[config.mk]
export PLATFORM = sky130hd
export DESIGN_NAME = eqr_top
export DESIGN_NICKNAME = d
export VERILOG_FILES = /design/src/rtl/eqr_pkg.sv /design/src/rtl/eqr_if.sv /design/src/rtl/eqr_classify.sv /design/src/rtl/eqr_msg_rom.sv /design/src/rtl/eqr_top.sv
export SDC_FILE = /design/constraint.sdc
export NUM_CORES = 1
export LEC_CHECK = 0
export ABC_CLOCK_PERIOD_IN_PS = 14600
export BUFFER_PORTS_ARGS = -buffer_cell sky130_fd_sc_hd__buf_2
export CAP_MARGIN = 20
export CORE_MARGIN = 2
export CORE_UTILIZATION = 50
export CTS_CLUSTER_DIAMETER = 100
export DETAILED_ROUTE_END_ITERATION = 7
export PLACE_DENSITY = 0.67
export SYNTH_ARGS = -nofsm -noshare
export SYNTH_HDL_FRONTEND = slang
export SYNTH_HIERARCHICAL = 1
export SYNTH_SLANG_ARGS = --single-unit
[constraint.sdc]
create_clock -name clk -period 14.6 [get_ports clk]
set_input_delay 2.19 -clock clk [delete_from_list [all_inputs] [get_ports clk]]
set_output_delay 2.19 -clock clk [all_outputs]
set_load 0.02 [all_outputs]
[src/rtl/eqr_pkg.sv]
package eqr_pkg;
  // Queue depth per product configuration
  localparam int EQR_DEPTH_STD = 10;
  localparam int EQR_DEPTH_EXT = 20;
  // Longest message text and header keyword
  localparam logic [6:0] EQR_MSG_MAX = 7'h50;
  localparam logic [7:0] EQR_HDR_MAX = 8'h0c;
  localparam int EQR_STR_W = 8 * 80;

  typedef logic signed [15:0] eqr_code_type;

  // Error codes
  localparam eqr_code_type EQR_C_NONE = 16'sh0000;
  localparam eqr_code_type EQR_C_BADCHAR = -16'sh0065;
  localparam eqr_code_type EQR_C_SYNTAX = -16'sh0066;
  localparam eqr_code_type EQR_C_SEP = -16'sh0067;
  localparam eqr_code_type EQR_C_GET = -16'sh0069;
  localparam eqr_code_type EQR_C_XPARAM = -16'sh006c;
  localparam eqr_code_type EQR_C_MPARAM = -16'sh006d;
  localparam eqr_code_type EQR_C_LONGHDR = -16'sh0070;
  localparam eqr_code_type EQR_C_OVF = -16'sh015e;

  // Characters of the reply
  localparam logic [7:0] EQR_CH_MINUS = 8'h2d;
  localparam logic [7:0] EQR_CH_PLUS = 8'h2b;
  localparam logic [7:0] EQR_CH_ZERO = 8'h30;
  localparam logic [7:0] EQR_CH_COMMA = 8'h2c;
  localparam logic [7:0] EQR_CH_QUOTE = 8'h22;
  localparam logic [7:0] EQR_CH_BLANK = 8'h20;

  // Reply formatter steps
  typedef enum logic [3:0] {
    EQR_IDLE = 4'h0,
    EQR_SIGN = 4'h1,
    EQR_D2 = 4'h2,
    EQR_D1 = 4'h3,
    EQR_D0 = 4'h4,
    EQR_COMMA = 4'h5,
    EQR_QOPEN = 4'h6,
    EQR_TEXT = 4'h7,
    EQR_DRAIN = 4'h8
  } eqr_fmt_type;
endpackage

[src/rtl/eqr_if.sv]
`timescale 1ns/1ps
// New error from the classifier to the queue
interface eqr_err_if;
  logic valid;
  eqr_pkg::eqr_code_type code;
  modport src(output valid, output code);
  modport dst(input valid, input code);
endinterface

// Message text lookup
interface eqr_msg_if;
  eqr_pkg::eqr_code_type code;
  logic [6:0] idx;
  logic [7:0] chr;
  logic [6:0] len;
  modport req(output code, output idx, input chr, input len);
  modport rom(input code, input idx, output chr, output len);
endinterface

[src/rtl/eqr_classify.sv]
`timescale 1ns/1ps
module eqr_classify (
  // Lexer findings
  input wire logic tok_valid,
  input wire logic tok_bad_char,
  input wire logic tok_blank_sep,
  input wire logic tok_no_at,
  input wire logic tok_bad_sep,
  // Header and parameter counts
  input wire logic hdr_done,
  input wire logic [7:0] hdr_len,
  input wire logic cmd_end,
  input wire logic [3:0] param_count,
  input wire logic [3:0] param_min,
  input wire logic [3:0] param_max,
  // Bus trigger message
  input wire logic get_msg,
  input wire logic in_command,
  // Errors from other units
  input wire logic ext_valid,
  input wire eqr_pkg::eqr_code_type ext_code,
  // Result
  eqr_err_if.src err
);
  import eqr_pkg::*;

  // One error per cycle; parser findings outrank other units
  always_comb begin
    err.valid = 1'b1;
    err.code = EQR_C_NONE;
    if (get_msg && in_command) begin
      err.code = EQR_C_GET;
    end else if (tok_valid && tok_bad_char) begin
      err.code = EQR_C_BADCHAR;
    end else if (tok_valid && (tok_blank_sep || tok_no_at)) begin
      err.code = EQR_C_SYNTAX;
    end else if (tok_valid && tok_bad_sep) begin
      err.code = EQR_C_SEP;
    end else if (hdr_done && hdr_len > EQR_HDR_MAX) begin
      err.code = EQR_C_LONGHDR;
    end else if (cmd_end && param_count > param_max) begin
      err.code = EQR_C_XPARAM;
    end else if (cmd_end && param_count < param_min) begin
      err.code = EQR_C_MPARAM;
    end else if (ext_valid) begin
      err.code = ext_code;
    end else begin
      err.valid = 1'b0;
    end
  end
endmodule

[src/rtl/eqr_msg_rom.sv]
`timescale 1ns/1ps
module eqr_msg_rom (
  // Lookup port
  eqr_msg_if.rom m
);
  import eqr_pkg::*;

  logic [EQR_STR_W-1:0] str;

  // Text chosen by code at readout time; slots hold only codes
  always_comb begin
    int pos;
    pos = 0;
    str = EQR_STR_W'("Undefined error code");
    m.len = 7'd20;
    unique case (m.code)
      EQR_C_NONE: begin
        str = EQR_STR_W'("No error");
        m.len = 7'd8;
      end
      EQR_C_BADCHAR: begin
        str = EQR_STR_W'("Invalid character");
        m.len = 7'd17;
      end
      EQR_C_SYNTAX: begin
        str = EQR_STR_W'("Syntax error");
        m.len = 7'd12;
      end
      EQR_C_SEP: begin
        str = EQR_STR_W'("Invalid separator");
        m.len = 7'd17;
      end
      EQR_C_GET: begin
        str = EQR_STR_W'("GET not allowed");
        m.len = 7'd15;
      end
      EQR_C_XPARAM: begin
        str = EQR_STR_W'("Parameter not allowed");
        m.len = 7'd21;
      end
      EQR_C_MPARAM: begin
        str = EQR_STR_W'("Missing parameter");
        m.len = 7'd17;
      end
      EQR_C_LONGHDR: begin
        str = EQR_STR_W'("Program mnemonic too long");
        m.len = 7'd25;
      end
      EQR_C_OVF: begin
        str = EQR_STR_W'("Error queue overflow");
        m.len = 7'd20;
      end
      default: begin
      end
    endcase
    // First character sits in the top byte of the used part
    pos = (int'(m.len) - 1 - int'(m.idx)) * 8;
    m.chr = (m.idx < m.len && pos >= 0) ? str[pos +: 8] : EQR_CH_BLANK;
  end
endmodule

[src/rtl/eqr_top.sv]
`timescale 1ns/1ps
// Function
// - Stored errors come back oldest first.
// - Each remote query returns one entry and removes it in the same read.
// - Error indicator lit while entries remain, off once the last is read.
// - Beeper pulses once for every new error.
// - Depth 10 or 20; on overflow newest slot becomes the overflow marker.
// - After overflow further errors are dropped until one entry is removed.
// - Query on an empty queue answers no-error.
// - Clear-status command and power cycle empty the queue.
// - Factory reset and instrument preset leave the queue untouched.
// - Leaving the front-panel error menu empties the whole queue.
// - Reply is signed code, comma, quoted text of at most 80 characters.
// - Disallowed character in header or parameter gives -101.
// - Blank beside header colon or before comma, or missing @, gives -102.
// - Comma for colon, semicolon or blank, or blank for comma, gives -103.
// - Group execute trigger inside a command string gives -105.
// - Too many parameters gives -108.
// - Too few parameters gives -109.
// - Header keyword over 12 characters gives -112.
module eqr_top #(
  parameter int DEPTH = eqr_pkg::EQR_DEPTH_STD
) (
  // Clock and reset
  input wire logic clk,
  input wire logic reset,
  // Lexer findings
  input wire logic tok_valid,
  input wire logic tok_bad_char,
  input wire logic tok_blank_sep,
  input wire logic tok_no_at,
  input wire logic tok_bad_sep,
  // Header and parameter counts
  input wire logic hdr_done,
  input wire logic [7:0] hdr_len,
  input wire logic cmd_end,
  input wire logic [3:0] param_count,
  input wire logic [3:0] param_min,
  input wire logic [3:0] param_max,
  // Bus trigger message
  input wire logic get_msg,
  input wire logic in_command,
  // Errors from other units
  input wire logic ext_valid,
  input wire eqr_pkg::eqr_code_type ext_code,
  // Clearing commands
  input wire logic cls_cmd,
  input wire logic view_exit,
  // Front-panel viewer
  input wire logic [$clog2(DEPTH+1)-1:0] view_sel,
  output logic [15:0] view_code,
  // Remote query and reply stream
  input wire logic query_req,
  input wire logic char_ready,
  output logic char_valid,
  output logic [7:0] char_data,
  output logic char_last,
  output logic query_busy,
  // Indicators
  output logic err_led,
  output logic beep
);
  import eqr_pkg::*;

  localparam int PW = $clog2(DEPTH);
  localparam int CW = $clog2(DEPTH + 1);
  localparam logic [CW-1:0] FULL = CW'(DEPTH);

  eqr_err_if err_bus();
  eqr_msg_if msg_bus();

  eqr_classify u_classify (
    .tok_valid, .tok_bad_char, .tok_blank_sep, .tok_no_at, .tok_bad_sep, .hdr_done, .hdr_len, .cmd_end,
    .param_count, .param_min, .param_max, .get_msg, .in_command, .ext_valid, .ext_code, .err(err_bus.src)
  );

  eqr_msg_rom u_msg_rom (.m(msg_bus.rom));

  //////////////////////////////////////////////////////////////////////////////
  // Queue storage
  eqr_code_type mem_q [DEPTH];
  logic [PW-1:0] rd_q, rd_d, wr_addr;
  logic [CW-1:0] cnt_q, cnt_d;
  logic ovf_q, ovf_d, led_q, led_d, beep_q, beep_d, wr_en, pop, clr;
  eqr_code_type view_q, view_d, wr_code, head_code, take_code;
  eqr_fmt_type fmt_q, fmt_d;

  // Circular index; avoids a power-of-two depth
  function automatic logic [PW-1:0] wrap(input logic [PW-1:0] b, input logic [CW-1:0] o);
    wrap = PW'((int'(b) + int'(o)) % DEPTH);
  endfunction

  // Query is taken only between replies
  assign pop = query_req && fmt_q == EQR_IDLE;
  // Reset and preset commands are deliberately not clear sources
  assign clr = cls_cmd || view_exit;
  assign head_code = mem_q[rd_q];
  assign take_code = (cnt_q == '0) ? EQR_C_NONE : head_code;

  // Clear or pop first, then the new error, so an error in the same cycle as a clear or pop is kept
  always_comb begin
    rd_d = rd_q;
    cnt_d = cnt_q;
    ovf_d = ovf_q;
    wr_en = 1'b0;
    wr_addr = rd_q;
    wr_code = err_bus.code;
    if (clr) begin
      rd_d = '0;
      cnt_d = '0;
      ovf_d = 1'b0;
    end else if (pop && cnt_q != '0) begin
      rd_d = wrap(rd_q, CW'(1));
      cnt_d = cnt_q - CW'(1);
      ovf_d = 1'b0;
    end
    if (err_bus.valid && !ovf_d) begin
      wr_en = 1'b1;
      if (cnt_d < FULL) begin
        wr_addr = wrap(rd_d, cnt_d);
        cnt_d = cnt_d + CW'(1);
      end else begin
        wr_addr = wrap(rd_d, cnt_d - CW'(1));
        wr_code = EQR_C_OVF;
        ovf_d = 1'b1;
      end
    end
    led_d = cnt_d != '0;
    beep_d = err_bus.valid;
    view_d = (view_sel < cnt_q) ? mem_q[wrap(rd_q, view_sel)] : EQR_C_NONE;
  end

  // Queue registers
  always_ff @(posedge clk or posedge reset) begin
    if (reset) begin
      rd_q <= '0;
      cnt_q <= '0;
      ovf_q <= 1'b0;
      led_q <= 1'b0;
      beep_q <= 1'b0;
      view_q <= EQR_C_NONE;
    end else begin
      rd_q <= rd_d;
      cnt_q <= cnt_d;
      ovf_q <= ovf_d;
      led_q <= led_d;
      beep_q <= beep_d;
      view_q <= view_d;
    end
  end

  // Slot contents need no reset; the count guards stale slots
  always_ff @(posedge clk) begin
    if (wr_en) begin
      mem_q[wr_addr] <= wr_code;
    end
  end

  //////////////////////////////////////////////////////////////////////////////
  // Reply formatter
  eqr_code_type code_q, code_d;
  logic [6:0] idx_q, idx_d;
  logic cv_q, cv_d, cl_q, cl_d, busy_q, busy_d, adv;
  logic [7:0] cd_q, cd_d;
  logic [15:0] mag;
  logic [3:0] d2, d1, d0;

  assign msg_bus.code = code_q;
  assign msg_bus.idx = idx_q;
  assign mag = (code_q < 0) ? 16'(-code_q) : 16'(code_q);
  assign d2 = 4'((mag / 16'd100) % 16'd10);
  assign d1 = 4'((mag / 16'd10) % 16'd10);
  assign d0 = 4'(mag % 16'd10);
  // A new character may be loaded when the slot is free or being taken
  assign adv = !cv_q || char_ready;

  // One character per step, leading zeros suppressed
  always_comb begin
    fmt_d = fmt_q;
    code_d = code_q;
    idx_d = idx_q;
    cv_d = cv_q && !char_ready;
    cd_d = cd_q;
    cl_d = cl_q && !char_ready;
    busy_d = busy_q;
    unique case (fmt_q)
      EQR_IDLE: begin
        if (pop) begin
          code_d = take_code;
          busy_d = 1'b1;
          fmt_d = EQR_SIGN;
        end
      end
      EQR_SIGN: begin
        if (adv) begin
          cv_d = 1'b1;
          cd_d = (code_q < 0) ? EQR_CH_MINUS : EQR_CH_PLUS;
          fmt_d = EQR_D2;
        end
      end
      EQR_D2: begin
        if (adv) begin
          cv_d = d2 != 4'h0;
          cd_d = EQR_CH_ZERO + 8'(d2);
          fmt_d = EQR_D1;
        end
      end
      EQR_D1: begin
        if (adv) begin
          cv_d = d2 != 4'h0 || d1 != 4'h0;
          cd_d = EQR_CH_ZERO + 8'(d1);
          fmt_d = EQR_D0;
        end
      end
      EQR_D0: begin
        if (adv) begin
          cv_d = 1'b1;
          cd_d = EQR_CH_ZERO + 8'(d0);
          fmt_d = EQR_COMMA;
        end
      end
      EQR_COMMA: begin
        if (adv) begin
          cv_d = 1'b1;
          cd_d = EQR_CH_COMMA;
          fmt_d = EQR_QOPEN;
        end
      end
      EQR_QOPEN: begin
        if (adv) begin
          cv_d = 1'b1;
          cd_d = EQR_CH_QUOTE;
          idx_d = '0;
          fmt_d = EQR_TEXT;
        end
      end
      EQR_TEXT: begin
        if (adv) begin
          cv_d = 1'b1;
          if (idx_q < msg_bus.len && idx_q < EQR_MSG_MAX) begin
            cd_d = msg_bus.chr;
            idx_d = idx_q + 7'd1;
          end else begin
            cd_d = EQR_CH_QUOTE;
            cl_d = 1'b1;
            fmt_d = EQR_DRAIN;
          end
        end
      end
      EQR_DRAIN: begin
        if (adv) begin
          busy_d = 1'b0;
          fmt_d = EQR_IDLE;
        end
      end
      default: begin
        fmt_d = EQR_IDLE;
        busy_d = 1'b0;
      end
    endcase
  end

  // Formatter registers
  always_ff @(posedge clk or posedge reset) begin
    if (reset) begin
      fmt_q <= EQR_IDLE;
      code_q <= EQR_C_NONE;
      idx_q <= '0;
      cv_q <= 1'b0;
      cd_q <= '0;
      cl_q <= 1'b0;
      busy_q <= 1'b0;
    end else begin
      fmt_q <= fmt_d;
      code_q <= code_d;
      idx_q <= idx_d;
      cv_q <= cv_d;
      cd_q <= cd_d;
      cl_q <= cl_d;
      busy_q <= busy_d;
    end
  end

  // Outputs straight from flops
  assign view_code = view_q;
  assign char_valid = cv_q;
  assign char_data = cd_q;
  assign char_last = cl_q;
  assign query_busy = busy_q;
  assign err_led = led_q;
  assign beep = beep_q;
endmodule

==> summary by stage <==
Status
The flow ran to the end, and the final reports show no timing, DRC or antenna violations.

Global routing
The global-route wire length before repair is 87100 um. The via count of the first global-routing pass was 16300. Entering global routing, the biggest net connects 66 pins. After global routing the overflow that remains totals 0. The number of antenna violations at the first check in global routing is 0.

For this run, the total global-route usage over all layers was measured as 0.264.

Place
Detailed placement finished with a half-perimeter wire length of 37800 um. The count of buffers added on input and output ports is 84. OpenSTA, run right after detailed placement, puts the worst setup slack at 5.54 ns. The last weighted congestion value of the routability-driven placer is 0.951.

Timing
Setup repair after global routing left no endpoint under its margin. For the pin with the worst max-slew slack, the measured transition is 1.07 ns. The number of hold violations in the final report is 0.

The aggregate negative setup slack is 0 ns. In the post-route analysis, the smallest setup slack over all paths is 5.37 ns. Clock skew on the completed layout was measured at 0.0174 ns. The worst pin sits at a relative slew slack of 0.286.

Dividing the final minimum period by the clock period gives 0.632. The final period demand of the worst path is 9.23 ns. The setup-violating endpoint count in the final report is 0. Static timing analysis puts the maximum clock frequency at 108 MHz. The number of pins exceeding their max-slew limit in the final report came to 0.

CTS
The number of post-CTS setup repair buffers is 0. In this run the deepest clock path goes through 3 buffers. In this run, CTS created clock tree buffers numbering 26.

The TritonCTS clock tree is built. In this run, post-CTS repair resized a total of 0 instances. Clock tree synthesis selected as its root buffer the cell clkbuf_16. CTS built an H-tree with a depth of 1. After clock tree synthesis, the clock-pin slew on the worst setup and hold paths is 0.06 ns. The number of hold buffers added after CTS was 0. The clock drives 225 sinks.

The insertion delay of the later-clocked pin in the worst-skew pair is 0.55 ns.

Cells and area
The final standard cell utilization of the core is 0.555. The net total in the final layout is 2161. The fraction of final layout cells sized beyond drive strength 1 is 0.181. The top cell types in the final layout, fill and taps aside, are edfxtp_1 (160), nand2_1 (155), a21oi_1 (132).

The relative area change from synthesis to final layout is 8.94%. Leaving out fill and tap cells, the most frequent cell in the layout is edfxtp_1. 0 antenna diodes ended up in the layout.

Route
The remaining antenna violation count after routing is 0. The routed length per instance is 20.9 um. The via total after detailed routing is 16900. The wire length after detailed routing is 54000 um. For this run, design rule violations remaining after detail routing come to 0. The number of design-rule violations left by the first detailed-router iteration is 1501. In the routed layout, each cell is associated on average with a via count of 6.54.

The detailed-router iteration count before antenna repair is 6.

Worst setup path
Measured in cells, the most critical reg-to-reg path has a length of 31. In this design, the stage delay of the slowest critical-path cell is 0.93 ns. The endpoint of the worst-slack reg-to-reg timing path is char_valid$_DFF_PP0_. The worst setup path is of the flop to flop kind. STA classifies the critical path endpoint as a flop.

The required time at the worst-slack endpoint is 15.02 ns. The worst-path cell with the longest stage delay is dfrtp_1. The biggest fanout along the worst timing path is 28. The arrival time at the worst endpoint is 9.65 ns.

In this design, the largest share of critical-path delay is due to compound AO/OA/AOI/OAI gates. The worst-case register-to-register setup slack is 5.37 ns. The worst setup path is launched from a flop.

The reg-to-reg critical path startpoint is code_q[1]$_DFFE_PP0P_. The number of buffers and inverters on the critical path is 3.

Worst hold path
The path category of the worst min-delay check is flop to flop. The origin of the worst min-delay path is char_data[6]$_DFFE_PP0P_. The depth of the worst hold-timing path is 2. The terminating pin of the worst hold path is char_data[6]$_DFFE_PP0P_.

Flow run
The max-capacitance violation count is 0.

Floorplanning
From bottom edge to top edge, the die measures 200 um. After floorplanning, the core was divided into 71 placement rows. The die is 200 um wide. The core outline area is 37800 sq um.

Pin placement for this block handled 85 I/O pins. The die covers 40100 sq um. For this configuration, the core starts out at a cell density of 0.510.

Synthesis
The flop and latch count out of synthesis is 225. In the synthesized netlist the dominant register cell turns out to be edfxtp_1. After synthesis, the share of flip-flops with an asynchronous set or reset is 0.289. For this run, the register share of the synthesized area comes to 0.334. In this run, synthesis inferred 160 flip-flops with an integrated enable. The synthesized netlist occupies a cell area of 19200 sq um. During synthesis, Yosys emitted a total of 6 warnings. The average cell area after synthesis is 9.53 sq um. The number of distinct library cells after synthesis is 132. Counting every instance in the synthesized netlist gives 2019.
state kept, by name, summed over array words and instances (netlist names), 4 cells and up:
| register | flops |
|---|---|
| mem_q | 160 |
| code_q | 16 |
| view_code | 16 |
| char_data | 8 |
| idx_q | 7 |
| cnt_q | 4 |
| fmt_q | 4 |
| rd_q | 4 |
through the flow:
step	cell area, sq um	std cells	hold WS [ns]
2_1_floorplan	19300	2023	0.488
3_3_place_gp	20100	2527	0.466
3_5_place_dp	20100	2527	0.475
4_1_cts	21000	2575	0.488
5_1_grt	21000	2576	0.511
6_report	21000	2576	0.486
final cells by class:
cell class | instances | area (sq um)
Multi-Input combinational cell | 1586 | 11900
Clock buffer | 39 | 781
Tap cell | 511 | 639
Sequential cell | 225 | 6430
Clock inverter | 9 | 91.3
Timing Repair Buffer | 133 | 788
Fill cell | 3301 | 16800
Inverter | 73 | 277
cell families (layout without fill, tap and decap cells):
| family | after synthesis | count (layout) | share of synthesized area |
|---|---|---|---|
| simple gates | 690 | 690 | 0.193 |
| flops | 225 | 225 | 0.334 |
| mux | 122 | 122 | 0.106 |
| xor+xnor | 73 | 73 | 0.0336 |
| compound gates | 630 | 630 | 0.242 |
| other cells | 2 | 6 | 0.000390 |
| fa+ha+maj | 65 | 65 | 0.0429 |
| buf+inv | 212 | 254 | 0.0481 |
cell usage after synthesis (all sizes together) (8+ instances only):
library cell | n | area, sq um
nand2 | 167 | 657
edfxtp | 160 | 4800
a21oi | 136 | 696
nor2 | 135 | 522
o21ai | 104 | 532
clkbuf | 87 | 327
a211oi | 80 | 626
inv | 72 | 273
nor3 | 68 | 355
dfrtp | 65 | 1630
mux4 | 64 | 1440
ha | 57 | 713
nand3 | 53 | 285
nor2b | 53 | 332
xnor2 | 52 | 463
buf | 51 | 314
mux2i | 51 | 518
nor4 | 30 | 249
a31oi | 28 | 175
or2 | 28 | 178
nand2b | 27 | 169
nand4 | 26 | 193
o31ai | 24 | 228
a22o | 23 | 201
o211ai | 23 | 178
or3 | 23 | 154
xor2 | 21 | 184
and2 | 18 | 113
and3 | 17 | 106
o22ai | 17 | 119
a21o | 15 | 129
a221oi | 15 | 149
o21a | 13 | 98.9
o2111ai | 11 | 120
a311oi | 9 | 78.8
nor3b | 9 | 72.6
o221ai | 9 | 85.1
o311ai | 9 | 86.3
or4 | 9 | 75.1
a21boi | 8 | 60.1
a22oi | 8 | 60.1
routing by layer:
layer | routed length [um] | share of wire | track usage | up-vias
li1 | - | - | - | 7913
met1 | 22500 | 0.42 | 0.338 | 8174
met2 | 26800 | 0.50 | 0.469 | 656
met3 | 3200 | 0.059 | 0.0260 | 116
met4 | 1440 | 0.027 | 0.0821 | 0
met5 | 0 | 0 | 0 | -
how the worst max path moves through the flow:
| stage | startpoint | slack, ns | endpoint | cells after the start |
|---|---|---|---|---|
| after floorplan | code_q[1]$_DFFE_PP0P_ | 6.90 | char_valid$_DFF_PP0_ | 33 |
| after global placement | code_q[1]$_DFFE_PP0P_ | 5.79 | char_valid$_DFF_PP0_ | 31 |
| after detailed placement | code_q[1]$_DFFE_PP0P_ | 5.54 | char_valid$_DFF_PP0_ | 31 |
| after CTS | code_q[1]$_DFFE_PP0P_ | 5.51 | char_valid$_DFF_PP0_ | 31 |
| after global routing | code_q[1]$_DFFE_PP0P_ | 4.74 | char_valid$_DFF_PP0_ | 31 |
| final | code_q[1]$_DFFE_PP0P_ | 5.37 | char_valid$_DFF_PP0_ | 31 |
worst register-to-register path, delay by kind of cell, from the launching register on:
family	cells	cell delay, ns
fa+ha+maj	2	0.44
xor+xnor	1	0.15
compound gates	16	4.75
buf+inv	3	0.52
simple gates	9	2.33
flops	1	0.93
Power is not shown: default switching activity piles up to over one toggle a cycle in this logic, so the estimate is an artifact.
